## src/gpev_pkg.sv

```systemverilog
// package: constants and carriers for the gpio event and shifter block
package gpev_pkg;

    localparam int          GPEV_PINS        = 16;
    localparam int          GPEV_BANK_W      = 8;
    localparam int          GPEV_SYNC_STAGES = 2;
    // pins whose edge select lives in the local register
    localparam int          GPEV_LOC_PINS    = 4;

    localparam logic [7:0]  GPEV_OFS_EDGE_LO_A = 8'h17;
    localparam logic [7:0]  GPEV_OFS_SRC_B     = 8'h18;
    localparam logic [7:0]  GPEV_OFS_SRC_A     = 8'h19;
    localparam logic [7:0]  GPEV_OFS_EVT_B     = 8'h1A;
    localparam logic [7:0]  GPEV_OFS_EVT_A     = 8'h1B;
    localparam logic [7:0]  GPEV_OFS_SHIFT_UP  = 8'h1C;

    localparam logic [7:0]  GPEV_RST_EDGE_LO_A = 8'h00;
    localparam logic [15:0] GPEV_RST_SRC       = 16'h0000;
    localparam logic [15:0] GPEV_RST_EVT       = 16'h0000;
    localparam logic [7:0]  GPEV_RST_SHIFT_UP  = 8'h00;
    localparam logic [7:0]  GPEV_RD_UNMAPPED   = 8'h00;

    typedef enum logic [1:0] {
        GPEV_EDGE_NONE    = 2'h0,
        GPEV_EDGE_RISING  = 2'h1,
        GPEV_EDGE_FALLING = 2'h2,
        GPEV_EDGE_BOTH    = 2'h3
    } gpev_edge_e;

    typedef enum logic [1:0] {
        GPEV_SHIFT_OFF  = 2'h0,
        GPEV_SHIFT_A2B  = 2'h1,
        GPEV_SHIFT_B2A  = 2'h2,
        GPEV_SHIFT_RSVD = 2'h3
    } gpev_shift_e;

    typedef struct packed {
        logic       wr;
        logic       rd;
        logic [7:0] addr;
        logic [7:0] wdata;
    } gpev_req_s;

    typedef struct packed {
        logic       valid;
        logic [7:0] data;
    } gpev_rsp_s;

endpackage : gpev_pkg

```

## src/gpev_edge.sv

```systemverilog
// edge detector: pin synchroniser and per-pin edge selection
`timescale 1ns/10ps
module gpev_edge #(
    parameter int N = 16
) (
    input  wire logic           i_mclk,
    input  wire logic           i_nrst,
    input  wire logic [N-1:0]   i_pins,
    input  wire logic [2*N-1:0] i_sel,
    output logic      [N-1:0]   o_hit
);
    import gpev_pkg::*;

    logic [N-1:0] sync1_q;
    logic [N-1:0] sync2_q;
    logic [N-1:0] prev_q;
    logic [2:0]   prime_q;

    always_ff @(posedge i_mclk or negedge i_nrst) begin
        if (!i_nrst) begin
            sync1_q <= '0;
            sync2_q <= '0;
            prev_q  <= '0;
        end else begin
            sync1_q <= i_pins;
            sync2_q <= sync1_q;
            prev_q  <= sync2_q;
        end
    end

    // no edges until the pipe holds real pin levels
    always_ff @(posedge i_mclk or negedge i_nrst) begin
        if (!i_nrst) begin
            prime_q <= 3'h0;
        end else begin
            prime_q <= {prime_q[1:0], 1'b1};
        end
    end

    genvar g;
    generate
        for (g = 0; g < N; g++) begin : g_pin
            logic rise;
            logic fall;
            assign rise = sync2_q[g] & ~prev_q[g];
            assign fall = ~sync2_q[g] & prev_q[g];
            always_comb begin
                unique case (gpev_edge_e'(i_sel[2*g +: 2]))
                    GPEV_EDGE_NONE:    o_hit[g] = 1'b0;
                    GPEV_EDGE_RISING:  o_hit[g] = prime_q[2] & rise;
                    GPEV_EDGE_FALLING: o_hit[g] = prime_q[2] & fall;
                    GPEV_EDGE_BOTH:    o_hit[g] = prime_q[2] & (rise | fall);
                endcase
            end
        end
    endgenerate
endmodule : gpev_edge

```

## src/gpev_top.sv

```systemverilog
// gpio event flags, interrupt output and upper level-shifter pairs
`timescale 1ns/10ps
// Notes on behaviour
// - pins 3, 2, 1, 0 have two-bit edge selects at bits 7:6, 5:4, 3:2, 1:0.
// - edge select 00 none, 01 rising, 10 falling, 11 both edges.
// - a mask bit of 0 lets the pin interrupt, 1 blocks it.
// - a selected edge on an unmasked pin sets its interrupt source bit.
// - writing 1 to a source bit clears it and its event bit, 0 keeps it.
// - the interrupt output returns high only when all source bits clear.
// - a selected edge sets the event bit regardless of the mask.
// - writing 1 to an event bit clears it and its source bit.
// - changing a pin's edge select clears its event and source bits.
// - shifter pairs 7/15, 6/14, 5/13, 4/12 sit at 7:6, 5:4, 3:2, 1:0.
// - shifter field 00 off, 01 a to b, 10 b to a, 11 reserved.
// - source, event and shifter registers reset to zero.
module gpev_top #(
    parameter int N_PINS = 16
) (
    input  wire logic                  i_mclk,
    input  wire logic                  i_nrst,
    input  wire gpev_pkg::gpev_req_s   i_reg_req,
    output gpev_pkg::gpev_rsp_s        o_reg_rsp,
    input  wire logic [N_PINS-1:0]     i_pin_value_bits,
    input  wire logic [N_PINS-1:0]     i_irq_mask_bits,
    input  wire logic [2*N_PINS-9:0]   i_edge_select_hi,
    output logic                       o_irq_out_n,
    output logic [7:0]                 o_shifter_pairs_upper,
    output logic [3:0]                 o_shift_a2b,
    output logic [3:0]                 o_shift_b2a
);
    import gpev_pkg::*;

    // refuse widths at elaboration: bank split below is fixed
    if (N_PINS != GPEV_PINS) begin : g_bad_pins
        $error("gpev_top serves exactly two banks of eight pins");
    end

    logic [7:0]          edge_lo_q;
    logic [2*N_PINS-1:0] sel_all;
    logic [2*N_PINS-1:0] sel_prev_q;
    logic [N_PINS-1:0]   sel_chg;
    logic [N_PINS-1:0]   hit;
    logic [N_PINS-1:0]   src_q;
    logic [N_PINS-1:0]   src_d;
    logic [N_PINS-1:0]   evt_q;
    logic [N_PINS-1:0]   evt_d;
    logic [N_PINS-1:0]   w1c;
    logic [N_PINS-1:0]   clr;
    logic [7:0]          shift_q;
    logic                irq_n_q;
    gpev_rsp_s           rsp_q;
    logic [7:0]          rd_mux;
    logic                wr_edge;
    logic                wr_shift;

    assign wr_edge  = i_reg_req.wr && i_reg_req.addr == GPEV_OFS_EDGE_LO_A;
    assign wr_shift = i_reg_req.wr && i_reg_req.addr == GPEV_OFS_SHIFT_UP;

    // local edge select word followed by the remaining pins
    assign sel_all = {i_edge_select_hi, edge_lo_q};

    gpev_edge #(
        .N (N_PINS)
    ) u_edge (
        .i_mclk (i_mclk),
        .i_nrst (i_nrst),
        .i_pins (i_pin_value_bits),
        .i_sel  (sel_all),
        .o_hit  (hit)
    );

    always_ff @(posedge i_mclk or negedge i_nrst) begin
        if (!i_nrst) begin
            edge_lo_q <= GPEV_RST_EDGE_LO_A;
        end else if (wr_edge) begin
            edge_lo_q <= i_reg_req.wdata;
        end
    end

    always_ff @(posedge i_mclk or negedge i_nrst) begin
        if (!i_nrst) begin
            sel_prev_q <= '0;
        end else begin
            sel_prev_q <= sel_all;
        end
    end

    genvar g;
    generate
        for (g = 0; g < N_PINS; g++) begin : g_chg
            // any change of a field counts, writes of equal value do not
            assign sel_chg[g] = sel_all[2*g +: 2] != sel_prev_q[2*g +: 2];
        end
    endgenerate

    // a one written to either flag word clears both flags
    always_comb begin
        w1c = '0;
        if (i_reg_req.wr) begin
            unique case (i_reg_req.addr)
                GPEV_OFS_SRC_B, GPEV_OFS_EVT_B: w1c = {i_reg_req.wdata, 8'h00};
                GPEV_OFS_SRC_A, GPEV_OFS_EVT_A: w1c = {8'h00, i_reg_req.wdata};
                default:                        w1c = '0;
            endcase
        end
    end

    // select change clears alongside host clears
    assign clr = w1c | sel_chg;

    // set wins over a clear in the same cycle so no edge is lost
    always_comb begin
        evt_d = (evt_q & ~clr) | hit;
        // source set only for unmasked pins
        src_d = (src_q & ~clr) | (hit & ~i_irq_mask_bits);
    end

    always_ff @(posedge i_mclk or negedge i_nrst) begin
        if (!i_nrst) begin
            evt_q <= GPEV_RST_EVT;
            src_q <= GPEV_RST_SRC;
        end else begin
            evt_q <= evt_d;
            src_q <= src_d;
        end
    end

    // output follows the next source state, no extra lag
    always_ff @(posedge i_mclk or negedge i_nrst) begin
        if (!i_nrst) begin
            irq_n_q <= 1'b1;
        end else begin
            irq_n_q <= ~(|src_d);
        end
    end

    always_ff @(posedge i_mclk or negedge i_nrst) begin
        if (!i_nrst) begin
            shift_q <= GPEV_RST_SHIFT_UP;
        end else if (i_reg_req.wr && i_reg_req.addr == GPEV_OFS_SHIFT_UP) begin
            shift_q <= i_reg_req.wdata;
        end
    end

    generate
        for (g = 0; g < 4; g++) begin : g_shift
            logic [1:0] fld_d;
            assign fld_d = wr_shift ? i_reg_req.wdata[2*g +: 2]
                                    : shift_q[2*g +: 2];
            always_ff @(posedge i_mclk or negedge i_nrst) begin
                if (!i_nrst) begin
                    o_shift_a2b[g] <= 1'b0;
                    o_shift_b2a[g] <= 1'b0;
                end else begin
                    o_shift_a2b[g] <= fld_d == GPEV_SHIFT_A2B;
                    o_shift_b2a[g] <= fld_d == GPEV_SHIFT_B2A;
                end
            end
        end
    endgenerate

    always_comb begin
        unique case (i_reg_req.addr)
            GPEV_OFS_EDGE_LO_A: rd_mux = edge_lo_q;
            GPEV_OFS_SRC_B:     rd_mux = src_q[15:8];
            GPEV_OFS_SRC_A:     rd_mux = src_q[7:0];
            GPEV_OFS_EVT_B:     rd_mux = evt_q[15:8];
            GPEV_OFS_EVT_A:     rd_mux = evt_q[7:0];
            GPEV_OFS_SHIFT_UP:  rd_mux = shift_q;
            default:            rd_mux = GPEV_RD_UNMAPPED;
        endcase
    end

    // reads show flags as they stood before this cycle's update
    always_ff @(posedge i_mclk or negedge i_nrst) begin
        if (!i_nrst) begin
            rsp_q <= '0;
        end else begin
            rsp_q.valid <= i_reg_req.rd;
            rsp_q.data  <= i_reg_req.rd ? rd_mux : 8'h00;
        end
    end

    assign o_reg_rsp             = rsp_q;
    assign o_irq_out_n           = irq_n_q;
    assign o_shifter_pairs_upper = shift_q;
endmodule : gpev_top

```

## config.mk

```make
export PLATFORM = sky130hd
export DESIGN_NAME = gpev_top
export DESIGN_NICKNAME = d
export VERILOG_FILES = /design/src/gpev_pkg.sv /design/src/gpev_edge.sv /design/src/gpev_top.sv
export SDC_FILE = /design/constraint.sdc
export NUM_CORES = 1
export LEC_CHECK = 0
export BUFFER_PORTS_ARGS = -buffer_cell sky130_fd_sc_hd__buf_2
export CAP_MARGIN = 20
export CORE_ASPECT_RATIO = 0.75
export CORE_MARGIN = 8
export CORE_UTILIZATION = 50
export DETAILED_ROUTE_END_ITERATION = 7
export GPL_TIMING_DRIVEN = 0
export PLACE_DENSITY = 0.72
export SETUP_SLACK_MARGIN = 0.4
export SLEW_MARGIN = 30
export SYNTH_ARGS = -nofsm -noshare
export SYNTH_HDL_FRONTEND = slang
export SYNTH_SLANG_ARGS = --single-unit
```

## constraint.sdc

```tcl
create_clock -name i_mclk -period 2.2 [get_ports i_mclk]
set_input_delay 0.22 -clock i_mclk [delete_from_list [all_inputs] [get_ports i_mclk]]
set_output_delay 0.22 -clock i_mclk [all_outputs]
set_load 0.05 [all_outputs]
```

==> out/qor.csv <==
metric,value,unit
cell count after synthesis,485,
Power Density,798.0,nW/um^2
Critical R2R Capture,o_irq_out_n$_DFF_PN1_,
synth top area cells,"dfrtp_1 (59%), ha_1 (6.4%), mux2_2 (3.2%), xor2_1 (2.8%), inv_1 (2.6%)",
initial antenna violation count,2,
Post-synth EDFFs,0,
Sw Pwr,1.638,mW
hold path start,i_reg_req[16],
Ports,102,
status,completed,
Critical path buffers and inverters,3,
drt pass-1 iters,5,
Worst path top cell family by delay,buffers and inverters,
Initial DRC Count,210,
Comb pwr share,11.1,%
WHS Path Cells,1,
worst-case reg-to-reg path depth,7,
RR Startpoint,u_edge.prime_q[2]$_DFF_PN0_,
Mapped Nets,593,
M2 GR Usage,29.50,%
sequential area share after synthesis,59.75,%
maximum operating frequency,503.9,MHz
Hold EP,o_reg_rsp[8]$_DFF_PN0_,
Final Hold Viols,0,
vias in the first global route,4923,
clock sinks,149,
internal power,4.905,mW
core area,12220,sq um
Initial Util,51.09,%
GRT met1 Usage,24.89,%
Required @ worst endpoint,2.56,ns
Max Clock Skew,0.01051,ns
CTS tree,built,
CTS max path bufs,2,
crit path max fanout,10,
Fillers,878,
post-DR wirelength/cell,18.21,microns
slowest CP cell,dfrtp_1,
CP Launch Type,flip-flop,
IR Drop Worst-Case VDD,0.5310,mV
Worst setup EP type,flip-flop,
total power,6.543,mW
port bufs,100,
Sw Share,25.03,%
Routed Antenna Nets,0,
Tightest Pin Transition,0.6110,ns
Max-cap violations,0,
Yosys reg bits,149,
Synth top area share,59.33,%
global route overflow,0,
Synth area leader,dfrtp_1,
Syn-to-layout area delta,31.35,%
Total Die Area,16350,sq um
WP data arrival,2.34,ns
clk root buf,clkbuf_16,
non-filler cells in the finished layout,832,
NumNets Final,759,
chip height,112.8,microns
"Most Used Layer, Global Route",met2,
CP max stage delay,0.42,ns
vias after detailed routing,4362,
Clock Power Share,43.0,%
YS warnings,0,
Most common cell on crit path,clkbuf_8,
"Cell Chain, Critical Path","clkbuf_8, clkbuf_8, clkbuf_4, a31oi_2, o2bb2ai_1, nor4_2, and3_1",
"commonest non-fill, non-tap cell in the layout",dfrtp_1,
post-synthesis cell area,6242,sq um
largest net degree at the start of global routing,88,
distinct cell type count after synthesis,41,
RePlAce Congestion,0.8543,
critical path class,reg2reg,
FF-to-FF setup slack,0.22,ns
FF+latch area,3730,sq um
leading register cell type out of synthesis,dfrtp_1,
Leakage,4.030,nW
max-slew violation count,0,
Skew-Pair Late Insertion Delay,0.42,ns
Die X-Extent,145.0,microns
Slew Limit Headroom,59.27,%
Tcrit/Tclk final,90.20,%
Vias/cell,5.243,
total track usage,19.22,%
first-pass GRT wire length,24920,microns
HPWL Detailed,10770,microns
met3 Use GR,6.699,%
dpl cells,752,
Num CTS Buffers,17,
footprint of the multi-input gates,2467,sq um
share of layout cells above drive strength 1,31.33,%
most frequent cells in the layout,"dfrtp_1 (148), buf_2 (98), inv_1 (43)",
Flop pwr share,45.9,%
Final min period,1.984,ns
clk slew on worst S/H paths,0.06,ns
post-synthesis async set-or-reset flop share,100.0,%
routed wire length,15150,microns
RSZ-0062 raised after global routing,yes,
post-route DRC violation count,0,
worst hold path class,in2reg,
H-tree levels,4,
synthesized area per cell,12.87,sq um
setup violators final,0,
FP Rows,35,
## registers in the layout, indices dropped and copies added, names as in the netlist, 8 cells and up
signal and count:
u_edge.sync2_q 16, sel_prev_q 32, edge_lo_q 8, o_reg_rsp 9, src_q 16, u_edge.prev_q 16, u_edge.sync1_q 16, o_shifter_pairs_upper 8
evt_q 16
## final cells by class
cell class | instances | share of cell area (%)
Tap cell | 166 | 2.533
Clock buffer | 22 | 5.906
Inverter | 43 | 1.969
Buffer | 7 | 0.6714
Timing Repair Buffer | 147 | 12.10
Sequential cell | 149 | 45.49
Clock inverter | 10 | 1.175
Multi-Input combinational cell | 286 | 30.09
Antenna cell | 2 | 0.06104
## worst max path at each step
stage                                 from                       end  slack [ns]  depth (start not counted)
4_1_cts         u_edge.prev_q[7]$_DFF_PN0_     o_irq_out_n$_DFF_PN1_        0.20                          8
2_1_floorplan                i_reg_req[13]  o_shift_a2b[0]$_DFF_PN0_       0.008                          6
5_1_grt        u_edge.sync2_q[7]$_DFF_PN0_     o_irq_out_n$_DFF_PN1_        0.11                          7
6_report       u_edge.prime_q[2]$_DFF_PN0_     o_irq_out_n$_DFF_PN1_        0.22                          7
3_3_place_gp                        i_nrst  o_shift_a2b[3]$_DFF_PN0_       -1.14                          1
3_5_place_dp   u_edge.prime_q[2]$_DFF_PN0_     o_irq_out_n$_DFF_PN1_       -0.76                          7
## kinds of logic (layout without fill, tap and decap cells)
logic type	Yosys count	count (layout)	synth area share, %
adder cells (fa/ha/maj)	32	32	6.414
AO/OA/AOI/OAI	90	90	10.06
buffers and inverters	50	229	3.026
flip-flops	149	149	59.75
XOR/XNOR	32	32	4.490
multiplexers	26	26	5.171
other	1	3	0.06007
AND/OR/NAND/NOR	105	105	11.02
## timing repair
item                                   CTS  global route
buffers inserted                         5             0
endpoints found under the hold margin  101             0
hold buffers                            41             0
pin swaps                                8             7
setup endpoints to repair               59            18
gates resized for setup                 26            11
## cell usage after synthesis (all sizes together) (2+ instances only)
| cell | instances |
|---|---|
| dfrtp | 148 |
| inv | 43 |
| nand2 | 35 |
| ha | 32 |
| mux2 | 26 |
| xor2 | 20 |
| a22oi | 16 |
| and4b | 14 |
| o21ai | 14 |
| nand3 | 12 |
| xnor2 | 12 |
| a211oi | 10 |
| nor2 | 10 |
| nor3 | 9 |
| a21boi | 8 |
| a21oi | 8 |
| a31oi | 8 |
| nor2b | 8 |
| o2bb2ai | 8 |
| or2 | 7 |
| a41oi | 6 |
| clkbuf | 6 |
| o22ai | 6 |
| nor4 | 4 |
| a22o | 2 |
| a32o | 2 |
| o211ai | 2 |
## stage by stage
| stage | area, sq um | setup slack (ns) | hold WS (ns) | util, % | setup TNS, ns |
|---|---|---|---|---|---|
| finish | 8199 | 0.2156 | 0.02198 | 67.11 | 0 |
| global route | 8199 | 0.1060 | 0.01169 | 67.11 | 0 |
| CTS | 8143 | 0.1973 | 0.005420 | 66.65 | 0 |
| detailed placement | 6988 | -0.7572 | 0.1856 | 57.19 | -16.54 |
| global placement | 6950 | -1.140 | 0.3274 | 56.89 | -182.07 |
| floorplan | 6242 | 0.007981 | -0.07559 | - | 0 |
## power groups by stage
stage / logic (mW) / registers, mW / clock network [mW]
floorplan: 0.280 / 3.10 / 0
global placement: 0.591 / 3.04 / 0
detailed placement: 0.626 / 3.05 / 0
CTS: 0.726 / 3.00 / 2.86
global route: 0.800 / 3.02 / 2.97
finish: 0.729 / 3.00 / 2.81
## per-layer routing
layer,part of all wire (%),vias up
met5,0,-
met4,1.6,0
met3,7.3,22
met2,46,142
met1,45,2157
li1,-,2041
No activity file was read; power rests on OpenSTA's default activity.
